## src/core/vemc_pkg.sv

```systemverilog
// constants shared by the vacuum ejector mode control
package vemc_pkg;
  // register byte offsets on the wishbone slave
  localparam logic [7:0] A_CFG  = 8'h00;
  localparam logic [7:0] A_THR  = 8'h04;
  localparam logic [7:0] A_HYS  = 8'h08;
  localparam logic [7:0] A_BLOW = 8'h0c;
  localparam logic [7:0] A_LEAK = 8'h10;
  localparam logic [7:0] A_CAL  = 8'h14;
  localparam logic [7:0] A_STAT = 8'h18;
  // cfg field positions; F_HI is the upper half of thr and hys
  localparam int F_CTR  = 0;
  localparam int F_DCS  = 2;
  localparam int F_BLO  = 3;
  localparam int F_ONC  = 5;
  localparam int F_HI   = 16;
  // air-saving settings
  localparam logic [1:0] CTR_OFF  = 2'h0;
  localparam logic [1:0] CTR_ON   = 2'h1;
  localparam logic [1:0] CTR_LEAK = 2'h2;
  // blow-off settings
  localparam logic [1:0] BLO_EXT   = 2'h0;
  localparam logic [1:0] BLO_INT   = 2'h1;
  localparam logic [1:0] BLO_PULSE = 2'h2;
  // reset values
  localparam logic [1:0] CTR_RST = 2'h1;
  localparam logic [1:0] BLO_RST = 2'h0;
  localparam logic [9:0] TBL_RST = 10'h032;
  // blow-off duration limits in 10 ms steps
  localparam logic [9:0] TBL_MIN = 10'h00a;
  localparam logic [9:0] TBL_MAX = 10'h3e7;
  // limits of the monitors
  localparam int SW_MAX   = 6;
  localparam int LEAK_MAX = 2;
  localparam int ZERO_PCT = 3;
  // times
  localparam int CLK_HZ   = 50_000_000;
  localparam int HOLD_MS  = 3000;
  localparam int WIN_MS   = 3000;
  localparam int STEP_MS  = 10;
  localparam int BLINK_MS = 250;
  localparam int HOLD_CYC  = CLK_HZ / 1000 * HOLD_MS;
  localparam int WIN_CYC   = CLK_HZ / 1000 * WIN_MS;
  localparam int STEP_CYC  = CLK_HZ / 1000 * STEP_MS;
  localparam int BLINK_CYC = CLK_HZ / 1000 * BLINK_MS;
  // operating modes
  typedef enum logic [1:0] {
    MD_AUTO   = 2'b00,
    MD_MANUAL = 2'b01,
    MD_SETUP  = 2'b10
  } vemc_mode_t;
endpackage : vemc_pkg

```

## src/core/vemc_core.sv

```systemverilog
// vacuum ejector mode control: modes, regulation, blow-off, calibration
`timescale 1ns/100ps
module vemc_core #(
  parameter int VW        = 10,
  parameter int HOLD_CYC  = vemc_pkg::HOLD_CYC,
  parameter int WIN_CYC   = vemc_pkg::WIN_CYC,
  parameter int STEP_CYC  = vemc_pkg::STEP_CYC,
  parameter int BLINK_CYC = vemc_pkg::BLINK_CYC,
  parameter bit NO_TYPE   = 1'b1
) (
  input  wire logic          core_clk,
  input  wire logic          rstn,
  input  wire logic          wb_cyc_i,
  input  wire logic          wb_stb_i,
  input  wire logic          wb_we_i,
  input  wire logic [7:0]    wb_adr_i,
  input  wire logic [3:0]    wb_sel_i,
  input  wire logic [31:0]   wb_dat_i,
  output logic      [31:0]   wb_dat_o,
  output logic               wb_ack_o,
  input  wire logic [VW-1:0] vac_raw,
  input  wire logic [VW-1:0] leak_rate,
  input  wire logic          leak_valid,
  input  wire logic          in_suction,
  input  wire logic          in_blowoff,
  input  wire logic          serial_mode,
  input  wire logic          pdo_suction,
  input  wire logic          pdo_blowoff,
  input  wire logic          pdo_setup,
  input  wire logic          undervolt,
  input  wire logic          key_suck,
  input  wire logic          key_blow,
  input  wire logic          key_exit,
  output logic               gen_valve,
  output logic               blow_valve,
  output logic               part_present_out,
  output logic               led_h1,
  output logic               led_h2,
  output logic               manual_ind
);

  localparam logic [VW-1:0] ZLIM = VW'(((2 ** VW) - 1) * vemc_pkg::ZERO_PCT / 100);
  localparam logic [27:0] HOLD_N  = 28'(HOLD_CYC);
  localparam logic [27:0] WIN_N   = 28'(WIN_CYC - 1);
  localparam logic [27:0] STEP_N  = 28'(STEP_CYC - 1);
  localparam logic [27:0] BLINK_N = 28'(BLINK_CYC - 1);

  if (VW < 4 || VW > 16 || HOLD_CYC < 1 || WIN_CYC < 1 || STEP_CYC < 1 || BLINK_CYC < 1 ||
      HOLD_CYC >= 2 ** 28 || WIN_CYC >= 2 ** 28 || STEP_CYC >= 2 ** 28 ||
      BLINK_CYC >= 2 ** 28) begin : g_bad_param
    $error("vemc_core: parameter out of range");
  end

  typedef struct packed {
    vemc_pkg::vemc_mode_t mode;
    logic [27:0]   hold_cnt;
    logic          ind;
    logic [2:0]    kq;
    logic [1:0]    in_q;
    logic          suck_q;
    logic          man_suck;
    logic          bt_on;
    logic [27:0]   bt_tick;
    logic [9:0]    bt_cnt;
    logic [27:0]   win_cnt;
    logic [3:0]    sw_cnt;
    logic [1:0]    leak_cnt;
    logic          fb;
    logic          above;
    logic          pp;
    logic [27:0]   blink_cnt;
    logic          blink;
    logic          gen;
    logic          blow;
    logic          po;
    logic [1:0]    ctr;
    logic          shutoff_override;
    logic [1:0]    bmode;
    logic          onc;
    logic [VW-1:0] h1;
    logic [VW-1:0] h1h;
    logic [VW-1:0] h2;
    logic [VW-1:0] h2h;
    logic [9:0]    blowoff_duration;
    logic [VW-1:0] leak_lim;
    logic [VW-1:0] zoff;
    logic          zerr;
    logic          ack;
    logic [31:0]   dat;
  } vemc_st_t;

  vemc_st_t r;
  vemc_st_t n;

  logic          ext_s;
  logic          ext_b;
  logic          suck_req;
  logic          blow_req;
  logic          suck_act;
  logic          regulating;
  logic          cal_wr;
  logic          bt_start;
  logic [VW-1:0] vac;
  logic [VW-1:0] h1_lo;
  logic [VW-1:0] h2_lo;
  logic [2:0]    kedge;

  function automatic logic hit(input logic [7:0] adr, input logic [7:0] off);
    return adr == off;
  endfunction : hit

  function automatic logic [VW-1:0] sat_sub(input logic [VW-1:0] a, input logic [VW-1:0] b);
    return (a > b) ? VW'(a - b) : '0;
  endfunction : sat_sub

  ////////////////////////////////////////////////////////////////////////////////////////
  always_comb begin
    n        = r;
    cal_wr   = 1'b0;
    bt_start = 1'b0;
    vac      = sat_sub(vac_raw, r.zoff);
    h1_lo    = sat_sub(r.h1, r.h1h);
    h2_lo    = sat_sub(r.h2, r.h2h);
    ext_s    = serial_mode ? pdo_suction : in_suction;
    ext_b    = serial_mode ? pdo_blowoff : in_blowoff;
    kedge    = {key_exit, key_blow, key_suck} & ~r.kq;
    n.kq     = {key_exit, key_blow, key_suck};
    n.in_q   = {ext_b, ext_s};

    // wishbone slave: one wait state, unmapped reads give zero
    n.ack = 1'b0;
    n.dat = '0;
    if (wb_cyc_i && wb_stb_i && !r.ack) begin
      n.ack = 1'b1;
      if (hit(wb_adr_i, vemc_pkg::A_CFG)) begin
        n.dat[vemc_pkg::F_CTR +: 2] = r.ctr;
        n.dat[vemc_pkg::F_DCS]      = r.shutoff_override;
        n.dat[vemc_pkg::F_BLO +: 2] = r.bmode;
        n.dat[vemc_pkg::F_ONC]      = r.onc;
      end else if (hit(wb_adr_i, vemc_pkg::A_THR)) begin
        n.dat[VW-1:0]                     = r.h1;
        n.dat[vemc_pkg::F_HI +: VW]       = r.h2;
      end else if (hit(wb_adr_i, vemc_pkg::A_HYS)) begin
        n.dat[VW-1:0]                     = r.h1h;
        n.dat[vemc_pkg::F_HI +: VW]       = r.h2h;
      end else if (hit(wb_adr_i, vemc_pkg::A_BLOW)) begin
        n.dat[9:0] = r.blowoff_duration;
      end else if (hit(wb_adr_i, vemc_pkg::A_LEAK)) begin
        n.dat[VW-1:0] = r.leak_lim;
      end else if (hit(wb_adr_i, vemc_pkg::A_CAL)) begin
        n.dat[VW-1:0] = r.zoff;
      end else if (hit(wb_adr_i, vemc_pkg::A_STAT)) begin
        n.dat[7:0] = {r.zerr, r.fb, r.pp, r.above, r.blow, r.gen, r.mode};
      end
      if (wb_we_i && (&wb_sel_i)) begin
        if (hit(wb_adr_i, vemc_pkg::A_CFG)) begin
          // illegal pairs are refused whole; the old setting stays
          if (wb_dat_i[vemc_pkg::F_CTR +: 2] != 2'h3 &&
              !(wb_dat_i[vemc_pkg::F_CTR +: 2] == vemc_pkg::CTR_OFF &&
                wb_dat_i[vemc_pkg::F_DCS])) begin
            n.ctr = wb_dat_i[vemc_pkg::F_CTR +: 2];
            n.shutoff_override = wb_dat_i[vemc_pkg::F_DCS];
          end
          if (wb_dat_i[vemc_pkg::F_BLO +: 2] != 2'h3) begin
            n.bmode = wb_dat_i[vemc_pkg::F_BLO +: 2];
          end
          n.onc = wb_dat_i[vemc_pkg::F_ONC];
        end
        if (hit(wb_adr_i, vemc_pkg::A_THR)) begin
          n.h1 = wb_dat_i[VW-1:0];
          n.h2 = wb_dat_i[vemc_pkg::F_HI +: VW];
        end
        if (hit(wb_adr_i, vemc_pkg::A_HYS)) begin
          n.h1h = wb_dat_i[VW-1:0];
          n.h2h = wb_dat_i[vemc_pkg::F_HI +: VW];
        end
        if (hit(wb_adr_i, vemc_pkg::A_BLOW) && wb_dat_i[31:10] == '0 &&
            wb_dat_i[9:0] >= vemc_pkg::TBL_MIN &&
            wb_dat_i[9:0] <= vemc_pkg::TBL_MAX) begin
          n.blowoff_duration = wb_dat_i[9:0];
        end
        if (hit(wb_adr_i, vemc_pkg::A_LEAK)) begin
          n.leak_lim = wb_dat_i[VW-1:0];
        end
        if (hit(wb_adr_i, vemc_pkg::A_CAL) && wb_dat_i[0]) begin
          cal_wr = 1'b1;
          // the sensor must sit at ambient; only a small offset is believable
          if (vac_raw <= ZLIM) begin
            n.zoff = vac_raw;
            n.zerr = 1'b0;
          end else begin
            n.zerr = 1'b1;
          end
        end
        if (hit(wb_adr_i, vemc_pkg::A_STAT) && wb_dat_i[0]) begin
          n.zerr = 1'b0;
        end
      end
    end

    ////////////////////////////////////////////////////////////////////////////////////////
    // operating mode
    n.ind = r.ind & key_suck & key_exit;
    case (r.mode)
      vemc_pkg::MD_AUTO: begin
        if (key_suck && key_exit && !undervolt) begin
          if (r.hold_cnt == HOLD_N) begin
            n.mode     = vemc_pkg::MD_MANUAL;
            n.ind      = 1'b1;
            n.hold_cnt = '0;
            n.man_suck = r.suck_q;
          end else begin
            n.hold_cnt = r.hold_cnt + 28'h0000001;
          end
        end else begin
          n.hold_cnt = '0;
        end
        if (serial_mode && pdo_setup && !pdo_suction && !pdo_blowoff) begin
          n.mode     = vemc_pkg::MD_SETUP;
          n.hold_cnt = '0;
        end
      end
      vemc_pkg::MD_MANUAL: begin
        if (kedge[0]) begin
          n.man_suck = !r.man_suck;
        end
        if (kedge[1]) begin
          n.man_suck = 1'b0;
        end
        if (kedge[2] || {ext_b, ext_s} != r.in_q || undervolt) begin
          n.mode = vemc_pkg::MD_AUTO;
        end
      end
      vemc_pkg::MD_SETUP: begin
        if (!(serial_mode && pdo_setup && !pdo_suction && !pdo_blowoff)) begin
          n.mode = vemc_pkg::MD_AUTO;
        end
      end
      default: n.mode = vemc_pkg::MD_AUTO;
    endcase

    ////////////////////////////////////////////////////////////////////////////////////////
    // suction and blow-off requests
    suck_req = (r.mode == vemc_pkg::MD_MANUAL) ? r.man_suck : ext_s;
    n.suck_q = suck_req;
    case (r.bmode)
      vemc_pkg::BLO_INT:   bt_start = r.suck_q && !suck_req;
      vemc_pkg::BLO_PULSE: bt_start = ext_b && !r.in_q[1];
      default:             bt_start = 1'b0;
    endcase
    if (r.mode == vemc_pkg::MD_MANUAL) begin
      // a running timed pulse is carried into manual mode untouched
      blow_req = key_blow || r.bt_on;
      bt_start = 1'b0;
    end else begin
      case (r.bmode)
        vemc_pkg::BLO_INT:   blow_req = ext_b || r.bt_on;
        vemc_pkg::BLO_PULSE: blow_req = r.bt_on;
        default:             blow_req = ext_b;
      endcase
    end

    // blow-off timer in 10 ms steps; a new start reloads it
    if (bt_start) begin
      n.bt_on   = 1'b1;
      n.bt_cnt  = r.blowoff_duration;
      n.bt_tick = '0;
    end else if (r.bt_on) begin
      if (r.bt_tick == STEP_N) begin
        n.bt_tick = '0;
        n.bt_cnt  = r.bt_cnt - 10'h001;
        if (r.bt_cnt == 10'h001) begin
          n.bt_on = 1'b0;
        end
      end else begin
        n.bt_tick = r.bt_tick + 28'h0000001;
      end
    end

    suck_act = suck_req && !blow_req;

    ////////////////////////////////////////////////////////////////////////////////////////
    // regulation with hysteresis
    if (vac >= r.h1) begin
      n.above = 1'b1;
    end else if (vac < h1_lo) begin
      n.above = 1'b0;
    end
    regulating = suck_act && r.ctr != vemc_pkg::CTR_OFF && !r.fb;

    // switching frequency window; protection off in manual and set-up
    n.win_cnt = (r.win_cnt == WIN_N) ? '0 : r.win_cnt + 28'h0000001;
    if (r.win_cnt == WIN_N) begin
      n.sw_cnt = '0;
    end else if (regulating && !n.above && r.above && r.sw_cnt != 4'hf) begin
      n.sw_cnt = r.sw_cnt + 4'h1;
    end
    if (r.sw_cnt > 4'(vemc_pkg::SW_MAX) && !r.shutoff_override &&
        r.mode == vemc_pkg::MD_AUTO && regulating) begin
      n.fb = 1'b1;
    end

    // leak check stays active in manual mode
    if (leak_valid && suck_act && r.ctr == vemc_pkg::CTR_LEAK) begin
      if (leak_rate > r.leak_lim) begin
        if (r.leak_cnt != 2'h3) begin
          n.leak_cnt = r.leak_cnt + 2'h1;
        end
        if (r.leak_cnt >= 2'(vemc_pkg::LEAK_MAX) && !r.shutoff_override) begin
          n.fb = 1'b1;
        end
      end else begin
        n.leak_cnt = '0;
      end
    end
    if (!suck_req) begin
      n.fb       = 1'b0;
      n.leak_cnt = '0;
    end

    // valves; the fallback only ever adds suction
    if (undervolt) begin
      n.gen  = NO_TYPE;
      n.blow = 1'b0;
    end else begin
      n.gen  = suck_act && (r.ctr == vemc_pkg::CTR_OFF || r.fb || !n.above);
      n.blow = blow_req;
    end

    ////////////////////////////////////////////////////////////////////////////////////////
    // part present comparison, keeps working under undervoltage
    if (vac > r.h2) begin
      n.pp = 1'b1;
    end else if (vac < h2_lo) begin
      n.pp = 1'b0;
    end
    n.po = n.pp ^ n.onc;

    n.blink_cnt = (r.blink_cnt == BLINK_N) ? '0 : r.blink_cnt + 28'h0000001;
    if (r.blink_cnt == BLINK_N) begin
      n.blink = !r.blink;
    end
  end

  always_ff @(posedge core_clk) begin
    if (!rstn) begin
      r       <= '0;
      r.mode  <= vemc_pkg::MD_AUTO;
      r.ctr   <= vemc_pkg::CTR_RST;
      r.bmode <= vemc_pkg::BLO_RST;
      r.blowoff_duration   <= vemc_pkg::TBL_RST;
    end else begin
      r <= n;
    end
  end

  ////////////////////////////////////////////////////////////////////////////////////////
  assign wb_ack_o         = r.ack;
  assign wb_dat_o         = r.dat;
  assign gen_valve        = r.gen;
  assign blow_valve       = r.blow;
  assign part_present_out = r.po;
  assign manual_ind       = r.ind;
  assign led_h1 = (r.mode != vemc_pkg::MD_AUTO) ? r.blink : r.above;
  assign led_h2 = (r.mode != vemc_pkg::MD_AUTO) ? r.blink : r.pp;
endmodule : vemc_core

```

## config.mk

```make
export PLATFORM = sky130hd
export DESIGN_NAME = vemc_core
export DESIGN_NICKNAME = d
export VERILOG_FILES = /design/src/core/vemc_pkg.sv /design/src/core/vemc_core.sv
export SDC_FILE = /design/constraint.sdc
export NUM_CORES = 1
export LEC_CHECK = 0
export BUFFER_PORTS_ARGS = -buffer_cell sky130_fd_sc_hd__buf_2
export CAP_MARGIN = 20
export CORE_MARGIN = 2
export CORE_UTILIZATION = 50
export CTS_BUF_LIST = sky130_fd_sc_hd__clkbuf_4 sky130_fd_sc_hd__clkbuf_8
export CTS_CLUSTER_SIZE = 30
export DETAILED_ROUTE_END_ITERATION = 6
export PLACE_DENSITY = 0.75
export SETUP_SLACK_MARGIN = 0.5
export SLEW_MARGIN = 25
export SYNTH_ARGS = -nofsm -noshare
export SYNTH_HDL_FRONTEND = slang
export SYNTH_SLANG_ARGS = --single-unit
```

## constraint.sdc

```tcl
create_clock -name core_clk -period 6.27 [get_ports core_clk]
set_input_delay 1.881 -clock core_clk [delete_from_list [all_inputs] [get_ports core_clk]]
set_output_delay 1.881 -clock core_clk [all_outputs]
set_load 0.1 [all_outputs]
```

After elaboration in Yosys (flattened, before gate mapping). Index checks and enable logic that the tools add are counted.

Add/subtract/negate cells: 10. Magnitude comparators: 13. Eq/ne operators: 29. Multiplexer cells: 68. Bitwise logic cells: 7. Reductions and logical operators: 80.

Operators with widths (count): 10-bit 2-to-1 mux (17); 28-bit by 1-bit adder with 28-bit output, second input constant (4); 28-bit 2-to-1 mux (3); 39-bit 2-to-1 mux (2); 73-bit 2-to-1 mux (1); 72-bit 2-to-1 mux (1); 28-bit equality test, second input constant (2); 10-bit greater-than comparator (5); 1-bit logical AND (30); 30-bit 2-to-1 mux (1); 10-bit subtractor (3); 28-bit by 19-bit equality test with 1-bit output, second input constant (1); 28-bit by 24-bit equality test with 1-bit output, second input constant (1); 1-bit 2-to-1 mux (27); 8-bit by 5-bit equality test with 1-bit output, second input constant (3); 4-bit AND reduction (6); 22-bit zero test (1); 10-bit less-than comparator (2); 8-bit by 4-bit equality test with 1-bit output, second input constant (2); 2-bit 2-to-1 mux (8); 8-bit 2-to-1 mux (2); 3-bit AND reduction (5); 2-bit != test, second input constant (7); 1-bit zero test (13); other kinds (33) (60).

Register bits after elaboration: 256. Output and inout port bits: 39. Word-level logic and storage cells: 244.

Logic depth before layout (Yosys ltp). Gate-level depths: netlist (run 1).

Word-level depth: 13. Gate-level depth with buffers: 19. Mapped depth without buffers: 18.

Worst setup path after synthesis (run 1). Ideal clock, no wire load.

Path kind: input to register. Start: input vac_raw[0]. End: register r[148] (netlist name). Setup time: 0.134 ns. Arrival: 5.456 ns. Data required time: 6.136 ns. Setup slack: 0.680 ns. Stages: 19. Path through: inv_1 ha_1 inv_1 fa_1 a21o_1 a221oi_2 o21a_2 or2_1 buf_6 buf_4 nor2_1 ha_1 and3_1 a221o_1 a21oi_1 o21ai_1 or2_2 o311ai_1 o41ai_2.

Longest elaborated chain between the ends: 9. Elaborated cells between the ends (all ways): 11.

RTL lines: from (decl) (RTL line vemc_core.sv:21) `input wire logic [VW-1:0] vac_raw,`; 10-bit subtractor or 10-bit greater-than comparator (tied branches) (RTL line vemc_core.sv:113) `return (a > b) ? VW'(a - b) : '0;`; 10-bit 2-to-1 mux (*) (RTL line vemc_core.sv:113); 10-bit less-than comparator (RTL line vemc_core.sv:286) `end else if (vac < h1_lo) begin`; 1-bit 2-to-1 mux (RTL line vemc_core.sv:286); 1-bit 2-to-1 mux (*) (RTL line vemc_core.sv:284) `if (vac >= r.h1) begin`; 1-bit zero test (*) (RTL line vemc_core.sv:295) `end else if (regulating && !n.above && r.above && r.sw_cnt != 4'hf) begin`; 1-bit logical AND (*) (3 in series) (RTL line vemc_core.sv:295); to (signal assigned) (RTL line vemc_core.sv:353) `r <= n;`; to (decl) (RTL line vemc_core.sv:92) `vemc_st_t r;`.

Every way passes the cells marked *; elsewhere a longest branch is shown, timed or not. A chain may end at the register's enable or synchronous reset.

Final worst setup path (run 1). Same ends and word-level chain as after synthesis.

==> metrics.txt, run 1 <==
Worst path max stage delay 0.39 ns; HPWL after DPL 25800 um; TritonCTS Buffers 42; r2r setup slk 1.92 ns; P_leak 5.84 nW; Hold Slack 0.455 ns; max-slew violations 0; commonest cells in the netlist 244 x dfxtp_1, 210 x nand2_1, 210 x nor2_1; CTS tree done; crit path time final 5.38 ns; delay-heaviest family, CP compound AO/OA/AOI/OAI gates; Antenna Cells 0; Crit. End Element flip-flop; DP Worst Slack 0.348 ns; FP Rows 60; WP buf/inv 3; clock-pin slew on the worst setup and hold paths 0.06 ns; status finished clean; Final period util 0.858; Seq/Total Area, Yosys 0.357; Chip Width around 170 um; pin count of the biggest net entering global routing 70; via/cell ratio around 5.8; Synth cell types 84; final non-filler cell area between 0.015 and 0.02 mm2; Final Skew between 0.04 and 0.05 ns; GP Congestion between 0.9 and 1; drt total wl 35100 um; root buf cell clkbuf_8; clk sinks 244; compound-gate portion of the synthesized area 0.168; PnR worst setup slack 0.889 ns; slowest cell on the critical path fa_1; Ys Warns 0; R2R cell count 17; Final Setup Violations 0; number of global-route vias before repair 11500; Tot GR Track Use 0.238; # resized after CTS 0; mux contribution to synthesized area 0.0156; dominant cell type by area after synthesis dfxtp_1; Die Area 0.0287 mm2; Max Cap Viol 0; leading cell type by number of instances after synthesis dfxtp_1; Post-synth ARST share 0; global route overflow 0; drt pass-1 iters 6; layout net count a little under 2000; drt wl/cell 16.2 um; normalized max-slew margin 0.362; Post-synth EDFFs 0; area post-placement 0.0143 mm2; CP Cell Sequence buf_2 > inv_1 > ha_1 > inv_1 > fa_1 > a21o_1 > a221oi_2 > o21bai_1 > a21oi_1 > xor2_1 > nor2_1 > ha_1 > and3_1 > a221o_1 > a21oi_1 > o21ai_1 > or2_2 > o311ai_1 > o41ai_2; Post-Synth Simple-Gate Area 0.251; Gate Count Post-Synth between 1500 and 2000; H-tree depth 2; Hold Fails Final Rpt 0; DR iter-0 viols 1037; post-route ant nets 0; VDD IR max between 100 and 150 uV; initial antenna violation count 0; WP data arrival 5.82 ns; Post-Synth Adder-Cell Area 0.0793; worst r2r src r[34]$_SDFFE_PN0P_; Mapped Area 0.0137 mm2; layout cells sized above 1 0.125; Core Area 0.0269 mm2; top cell type's share of synthesized area 0.357; number of remaining DRC errors 0; routed via count roughly 12000; WS Path Type in2reg; Worst Hold Depth 1; RSZ-0062 raised after global routing false; input/output buffers 106; Tightest Pin Transition 0.958 ns; hold endpoint r[151]$_SDFF_PP0_; Hold Crit Start r[151]$_SDFF_PP0_; reg2reg end r[148]$_SDFFE_PP0P_; Pwr Density 232 mW/mm2; CP required 6.71 ns; final core occ 0.568; synthesis-stage register bit count ~240; Bufs on Longest Clock Path 3; Synth Flop Type dfxtp_1; area added between synthesis and finish 11.8%; CP max FO 4; Setup crit start kind input pin; min-delay worst type reg2reg; post-CTS setup buffers 0; first-pass GRT wire length 56400 um; Top-Level Pins 119; Setup TNS Final 0 ns; Clk Latency, worst-skew pair ~0.57 ns; Initial Utilization 0.509; # hold bufs at CTS 0; top post-synthesis cells by area dfxtp_1 36%, ha_1 7.4%, nand2_1 5.8%; Die Span Y ~170 um; syn_area_per_cell 7.97 um2; xor/xnor share of the synthesized area 0.0644; largest family of logic cells by synthesized area simple AND/OR/NAND/NOR gates; fmax 186 MHz
-- sequential cells by signal, indices dropped and copies added (netlist names) --
| register | flops |
|---|---|
| gen_valve | 1 |
| part_present_out | 1 |
| wb_ack_o | 1 |
| manual_ind | 1 |
| wb_dat_o | 20 |
| blow_valve | 1 |
| r | 219 |
-- report_power, final --
group | internal [mW] | leakage (nW) | switching [mW]
logic | 0.106 | 3.37 | 0.233
clock network | 0.954 | 0.508 | 0.680
registers | 1.56 | 1.97 | 0.0120
-- cells in the final DEF (no fill, tap or decap), types with 23 or more instances in the layout --
cell	instances
dfxtp_1	244
nand2_1	210
nor2_1	210
a21oi_1	126
buf_2	106
inv_1	97
ha_1	81
nand3_1	64
o21ai_0	55
xor2_1	50
clkbuf_8	49
xnor2_1	48
and3_1	38
a22oi_1	33
nand4_1	31
nor3_1	28
or3_1	23
-- final cells by class --
class / instances / area (um2)
timing repair buffer: 120 / 636
clock buffer: 60 / 757
sequential: 244 / 4880
multi-input combinational: 1286 / 8000
fill: 2531 / 11600
tap: 341 / 427
clock inverter: 16 / 199
inverter: 99 / 373
-- stage by stage --
stage	power, mW	cells
after detailed placement	1.94	2090
final	3.55	2166
after floorplan	1.85	1727
after global placement	1.94	2090
after CTS	3.57	2166
after global routing	3.67	2166
-- cell families after synthesis --
group                      count (synthesis)
muxes                                     21
adders and majority gates                 85
xor gates and xnor gates                  99
DFF                                      244
and+or+nand+nor                          718
buffers and inverters                    197
other                                      1
AOI/OAI and AO/OA                        351
-- worst max-delay path by stage --
stage	from	end	slack, ns	cells after the start
floorplan	vac_raw[0]	r[148]$_SDFFE_PP0P_	0.68	19
detailed placement	vac_raw[0]	r[148]$_SDFFE_PP0P_	0.35	19
global placement	vac_raw[0]	r[148]$_SDFFE_PP0P_	0.41	19
CTS	vac_raw[0]	r[148]$_SDFFE_PP0P_	0.92	19
global route	vac_raw[0]	r[150]$_SDFFE_PP0P_	0.71	19
finish	vac_raw[0]	r[148]$_SDFFE_PP0P_	0.89	19
-- per-layer routing --
layer	vias to the layer above	GRT usage	wire, um
met3	68	0.0350	2210
met5	-	0	0
met4	0	0.0866	1130
li1	6144	-	-
met2	396	0.393	15900
met1	5863	0.318	15800
Note: power is estimated with default switching activity, not from simulation.
==> run 2, diff against run 1 <==
--- a/config.mk
+++ b/config.mk
@@ -7,6 +7,7 @@
 export LEC_CHECK = 0
 export BUFFER_PORTS_ARGS = -buffer_cell sky130_fd_sc_hd__buf_2
 export CAP_MARGIN = 20
+export CORE_ASPECT_RATIO = 0.6
 export CORE_MARGIN = 2
 export CORE_UTILIZATION = 50
 export CTS_BUF_LIST = sky130_fd_sc_hd__clkbuf_4 sky130_fd_sc_hd__clkbuf_8
==> run 2 against run 1 <==
  * Via count increased by 1.3%
  * Clock power shrank 7%
  * First-iteration DRC count is 29% higher
  * Non-clock buffer count down 2
  * Flip-flop and latch count stayed put
==> metrics.txt, run 2 (synthesis gave the netlist of run 1 again) <==
status finished clean (unchanged); Logic pwr share 0.102 (was 0.096); Post-Layout Cell Count 2178 (was 2166); Final Skew 0.0386 ns (was 0.0414 ns); clock-pin slew on the worst setup and hold paths 0.06 ns (about the same); global route overflow 0 (unchanged); # resized after CTS 0 (unchanged); CP required 6.71 ns (about the same); clk sinks 244 (unchanged); Critical Path Source vac_raw[0] (unchanged); GP Congestion 0.998 (was 0.972); # hold bufs at CTS 0 (unchanged); min-delay worst type reg2reg (unchanged); fmax 182 MHz (was 186 MHz); Top-Level Pins 119 (unchanged); routed via count 12600 (was 12500); WP data arrival 5.93 ns (was 5.82 ns); max reg flops 219 (unchanged); FP Rows 46 (was 60); Worst path max stage delay 0.43 ns (was 0.39 ns); Hold Fails Final Rpt 0 (unchanged); most flop-heavy register r (unchanged); drt total wl 37600 um (was 35100 um); WS Path Type in2reg (unchanged); commonest cells after routing, fill and taps aside 244 x dfxtp_1, 210 x nand2_1, 209 x nor2_1 (was 244 x dfxtp_1, 210 x nand2_1, 210 x nor2_1); post-route ant nets 0 (unchanged); number of remaining DRC errors 0 (unchanged); slowest cell on the critical path a221oi_2 (was fa_1); H-tree depth 2 (unchanged); delay-heaviest family, CP compound AO/OA/AOI/OAI gates (unchanged); root buf cell clkbuf_8 (unchanged); final non-filler cell area 0.0152 mm2 (was 0.0153 mm2); Hold Slack 0.452 ns (was 0.455 ns); total power 3.44 mW (was 3.55 mW); Clk Latency, worst-skew pair 0.58 ns (was 0.57 ns); initial antenna violation count 2 (was 0); via/cell ratio 5.80 (was 5.76); Tot GR Track Use 0.254 (was 0.238); Final Setup Violations 0 (unchanged); Tightest Pin Transition 0.977 ns (was 0.958 ns); worst r2r src r[34]$_SDFFE_PN0P_ (unchanged); CP Cell Sequence buf_2 > inv_1 > ha_1 > inv_1 > fa_1 > a21o_1 > a221oi_2 > o21bai_1 > a21oi_1 > xor2_1 > nor2_2 > ha_1 > and3_1 > a221o_1 > a21oi_1 > o21ai_1 > or2_2 > o311ai_1 > o41ai_2 (was buf_2 > inv_1 > ha_1 > inv_1 > fa_1 > a21o_1 > a221oi_2 > o21bai_1 > a21oi_1 > xor2_1 > nor2_1 > ha_1 > and3_1 > a221o_1 > a21oi_1 > o21ai_1 > or2_2 > o311ai_1 > o41ai_2); leading cell type in the layout, fill and taps excluded dfxtp_1 (unchanged); Clk pwr share 0.440 (was 0.461); PnR worst setup slack 0.778 ns (was 0.889 ns); Final period util 0.876 (was 0.858); Core Area 0.0266 mm2 (was 0.0269 mm2); first-pass GRT wire length 59200 um (was 56400 um); Sw Share 0.266 (was 0.261); CP max FO 4 (unchanged); Hold Crit Start r[114]$_SDFF_PP0_ (was r[151]$_SDFF_PP0_); final core occ 0.570 (was 0.568); Die Span Y 132 um (was 169 um); dpl cells 2107 (was 2090); Crit. End Element flip-flop (unchanged); Die Area 0.0287 mm2 (about the same); Psw 915 uW (was 925 uW); fillers 2440 (was 2531); WP buf/inv 3 (unchanged); RSZ-0062 raised after global routing false (unchanged); DP Worst Slack 0.146 ns (was 0.348 ns); Pwr Density 226 mW/mm2 (was 232 mW/mm2); pin count of the biggest net entering global routing 66 (was 70); number of global-route vias before repair 11200 (was 11500); area post-placement 0.0143 mm2 (about the same); drt wl/cell 17.3 um (was 16.2 um); DR iter-0 viols 1337 (was 1037); max-slew violations 0 (unchanged); TritonCTS Buffers 40 (was 42); area added between synthesis and finish 11.1% (was 11.8%); input/output buffers 106 (unchanged); CTS tree done (unchanged); drt pass-1 iters 7 (was 6); Setup TNS Final 0 ns (unchanged); Bufs on Longest Clock Path 3 (unchanged); HPWL after DPL 27700 um (was 25800 um); post-CTS setup buffers 0 (unchanged); normalized max-slew margin 0.347 (was 0.362); Flop pwr share 0.458 (was 0.444); Initial Utilization 0.513 (was 0.509); layout net count 1953 (was 1957); Chip Width 217 um (was 169 um); P_leak 5.77 nW (was 5.84 nW); Max Cap Viol 0 (unchanged); VDD IR max 111 uV (was 134 uV); layout cells sized above 1 0.122 (was 0.125); crit path time final 5.49 ns (was 5.38 ns); Setup crit start kind input pin (unchanged); internal power 2.52 mW (was 2.62 mW)
[run 2: cell count changes in the layout (fill, tap and decap cells not counted), sizes merged]
cell / change
bufinv: -2
diode: +2
inv: -3
buf: -2
clkinvlp: +2
clkinv: -4
[run 2: cell type report]
type,count,area (um2),share of cell area
Timing Repair Buffer,118,621,0.0409
Multi-Input combinational cell,1286,7990,0.526
Antenna cell,2,5.00,0.000330
Inverter,99,373,0.0246
Tap cell,360,450,0.0297
Clock buffer,60,757,0.0498
Clock inverter,9,103,0.00676
Sequential cell,244,4880,0.322
[run 2: power by group through the flow]
stage          Combinational, mW  Sequential [mW]  Clock (mW)
6_report                   0.351             1.57        1.51
3_3_place_gp               0.338             1.61           0
3_5_place_dp               0.343             1.61           0
5_1_grt                    0.380             1.57        1.61
2_1_floorplan              0.230             1.62           0
4_1_cts                    0.345             1.57        1.54
[run 2: layer usage]
metal / track usage / wire length (um) / share of wire / up-vias
met4: 0.0590 / 560 / 0.015 / 0
met5: 0 / 0 / 0 / -
met3: 0.0724 / 4060 / 0.11 / 51
li1: - / - / - / 6141
met1: 0.391 / 18400 / 0.49 / 5882
met2: 0.343 / 14600 / 0.39 / 559
[run 2: worst register-to-register path, cell delays in order, from the launching register on]
cell      delay, ns
dfxtp_1        0.43
ha_1           0.21
inv_1          0.06
fa_1           0.39
a21o_1         0.24
a221oi_2       0.43
o21bai_1       0.11
a21oi_1        0.18
xor2_1         0.25
nor2_2         0.12
ha_1           0.30
and3_1         0.17
a221o_1        0.34
a21oi_1        0.18
o21ai_1        0.14
or2_2          0.35
o311ai_1       0.30
o41ai_2        0.13
[run 2: path summary, 6_finish.rpt]
path	end	slack (ns)	cells after the start
setup / recovery	r[148]$_SDFFE_PP0P_	0.78	19
hold / removal	r[114]$_SDFF_PP0_	0.45	1
setup reg to reg	r[148]$_SDFFE_PP0P_	1.82	17
hold reg to reg	r[114]$_SDFF_PP0_	0.45	1
==> run 3, diff against run 2 <==
--- a/config.mk
+++ b/config.mk
@@ -15,6 +15,7 @@
 export DETAILED_ROUTE_END_ITERATION = 6
 export PLACE_DENSITY = 0.75
 export SETUP_SLACK_MARGIN = 0.5
+export SKIP_LAST_GASP = 1
 export SLEW_MARGIN = 25
 export SYNTH_ARGS = -nofsm -noshare
 export SYNTH_HDL_FRONTEND = slang
==> constraint.sdc (replaced) <==
create_clock -name core_clk -period 6.1 [get_ports core_clk]
set_input_delay 1.83 -clock core_clk [delete_from_list [all_inputs] [get_ports core_clk]]
set_output_delay 1.83 -clock core_clk [all_outputs]
set_load 0.1 [all_outputs]
==> run 3 against run 2 <==
  * Critical path depth up 1
  * Largest cell class unchanged
  * Sequential power up 3%
  * Via count up 0.60%
  * Wire length up 0.58%
==> metrics.txt, run 3 (synthesis gave the netlist of run 1 again) <==
Chip Width 217 um (unchanged); layout cells sized above 1 0.119 (was 0.122); max reg flops 219 (unchanged); Crit. End Element flip-flop (unchanged); Top-Level Pins 119 (unchanged); Die Area 0.0287 mm2 (unchanged); area added between synthesis and finish 10.5% (was 11.1%); DP Worst Slack 0.124 ns (was 0.146 ns); P_leak 5.74 nW (was 5.77 nW); Worst path max stage delay 0.39 ns (was 0.43 ns); r2r setup slk 1.74 ns (was 1.82 ns); RSZ-0062 raised after global routing false (unchanged); input/output buffers 106 (unchanged); Die Span Y 132 um (unchanged); DR iter-0 viols 1427 (was 1337); routed via count 12700 (was 12600); PnR worst setup slack 0.706 ns (was 0.778 ns); VDD IR max 156 uV (was 111 uV); Core Area 0.0266 mm2 (unchanged); Worst Hold Depth 1 (unchanged); reg2reg end r[148]$_SDFFE_PP0P_ (unchanged); root buf cell clkbuf_8 (unchanged); pin count of the biggest net entering global routing 66 (unchanged); global route overflow 0 (unchanged); WP data arrival 5.80 ns (was 5.93 ns); Tot GR Track Use 0.256 (was 0.254); clock-pin slew on the worst setup and hold paths 0.06 ns (about the same); Tightest Pin Transition 1.04 ns (was 0.977 ns); commonest cells after routing, fill and taps aside 244 x dfxtp_1, 210 x nand2_1, 209 x nor2_1 (unchanged); GP Congestion 0.963 (was 0.998); Final Setup Violations 0 (unchanged); number of remaining DRC errors 0 (unchanged); Bufs on Longest Clock Path 3 (unchanged); number of global-route vias before repair 11300 (was 11200); CP Cell Sequence buf_2 > inv_1 > ha_1 > inv_1 > fa_1 > a21o_1 > a221oi_4 > buf_4 > o21a_2 > nor2_1 > nand2_1 > inv_2 > ha_1 > and3_1 > a221o_1 > a21oi_1 > o21ai_1 > or2_2 > o311ai_1 > o41ai_2 (was buf_2 > inv_1 > ha_1 > inv_1 > fa_1 > a21o_1 > a221oi_2 > o21bai_1 > a21oi_1 > xor2_1 > nor2_2 > ha_1 > and3_1 > a221o_1 > a21oi_1 > o21ai_1 > or2_2 > o311ai_1 > o41ai_2); max-slew violations 0 (unchanged); WS Path Type in2reg (unchanged); layout net count 1954 (was 1953); R2R cell count 18 (was 17); hold endpoint r[151]$_SDFF_PP0_ (was r[114]$_SDFF_PP0_); CP required 6.51 ns (was 6.71 ns); CTS tree done (unchanged); fillers 2477 (was 2440); first-pass GRT wire length 59800 um (was 59200 um); Max Cap Viol 0 (unchanged); Initial Utilization 0.513 (unchanged); Hold Fails Final Rpt 0 (unchanged); clk sinks 244 (unchanged); Final period util 0.884; min-delay worst type reg2reg (unchanged); slowest cell on the critical path fa_1 (was a221oi_2); via/cell ratio 5.85 (was 5.80); WP buf/inv 5 (was 3); drt total wl 37800 um (was 37600 um); fmax 185 MHz; drt pass-1 iters 6 (was 7); delay-heaviest family, CP compound AO/OA/AOI/OAI gates (unchanged); Hold Crit Start r[151]$_SDFF_PP0_ (was r[114]$_SDFF_PP0_); TritonCTS Buffers 39 (was 40); HPWL after DPL 27900 um (was 27700 um); FP Rows 46 (unchanged); CP max FO 5 (was 4); drt wl/cell 17.4 um (was 17.3 um); normalized max-slew margin 0.307 (was 0.347); status finished clean (unchanged); Clk Latency, worst-skew pair 0.55 ns (was 0.58 ns); H-tree depth 2 (unchanged); initial antenna violation count 1 (was 2); most flop-heavy register r (unchanged); Setup crit start kind input pin (unchanged); Setup TNS Final 0 ns (unchanged); Final Skew 0.0139 ns (was 0.0386 ns); leading cell type in the layout, fill and taps excluded dfxtp_1 (unchanged); crit path time final 5.39 ns; post-route ant nets 0 (unchanged); worst r2r src r[34]$_SDFFE_PN0P_ (unchanged); Pwr Density 225 mW/mm2 (was 226 mW/mm2)
run 3: final cells by class:
| cell class | instances | area, um2 | area share |
|---|---|---|---|
| multi-input cells | 1286 | 8000 | 0.530 |
| inverters | 99 | 373 | 0.0247 |
| flip-flops and latches | 244 | 4880 | 0.323 |
| repair buffers | 120 | 636 | 0.0421 |
| well taps | 360 | 450 | 0.0298 |
| clock buffers | 58 | 736 | 0.0487 |
| clock inverters | 4 | 22.5 | 0.00149 |
| diodes | 1 | 2.50 | 0.000166 |
run 3: metal layers:
metal / wire length [um] / part of all wire / GRT usage / up-vias
met5: 0 / 0 / 0 / -
met4: 478 / 0.013 / 0.0533 / 0
met3: 4160 / 0.11 / 0.0699 / 46
met2: 14600 / 0.38 / 0.347 / 571
met1: 18600 / 0.49 / 0.398 / 5940
li1: - / - / - / 6152
run 3: worst reg2reg max path, cell delays in order, from the launching register on:
cell and delay, ns:
dfxtp_1 0.42, ha_1 0.20, inv_1 0.06, fa_1 0.39
a21o_1 0.25, a221oi_4 0.30, buf_4 0.18, o21a_2 0.18
nor2_1 0.12, nand2_1 0.16, inv_2 0.07, ha_1 0.29
and3_1 0.21, a221o_1 0.35, a21oi_1 0.20, o21ai_1 0.11
or2_2 0.33, o311ai_1 0.28, o41ai_2 0.12
run 3: through the flow:
step | instances | hold slack (ns) | util | total power [mW] | instance area (um2)
2_1_floorplan | 1727 | 0.426 | - | 1.90 | 13700
3_3_place_gp | 2107 | 0.443 | 0.537 | 2.00 | 14300
3_5_place_dp | 2107 | 0.449 | 0.537 | 2.01 | 14300
4_1_cts | 2169 | 0.462 | 0.565 | 3.42 | 15100
5_1_grt | 2171 | 0.493 | 0.567 | 3.53 | 15100
6_report | 2172 | 0.461 | 0.567 | 3.40 | 15100
run 3: worst max path at each step:
stage | end | slack [ns] | start | cells after the start
finish | r[148]$_SDFFE_PP0P_ | 0.71 | vac_raw[0] | 20
global route | r[148]$_SDFFE_PP0P_ | 0.50 | vac_raw[0] | 20
CTS | r[148]$_SDFFE_PP0P_ | 0.68 | vac_raw[0] | 19
detailed placement | r[148]$_SDFFE_PP0P_ | 0.12 | vac_raw[0] | 19
global placement | r[148]$_SDFFE_PP0P_ | 0.19 | vac_raw[0] | 19
floorplan | r[148]$_SDFFE_PP0P_ | 0.56 | vac_raw[0] | 19
run 3: repair_timing:
action | 4_1_cts | 5_1_grt
setup endpoints to repair | 0 | 3
hold buffers | 0 | 0
gates resized for setup | 0 | 2
buffers inserted | 0 | 2
run 3: power by group:
group	switching [mW]	leakage, nW	internal (mW)
sequential	0.0126	1.97	1.61
combinational	0.256	3.36	0.111
clock	0.647	0.403	0.764
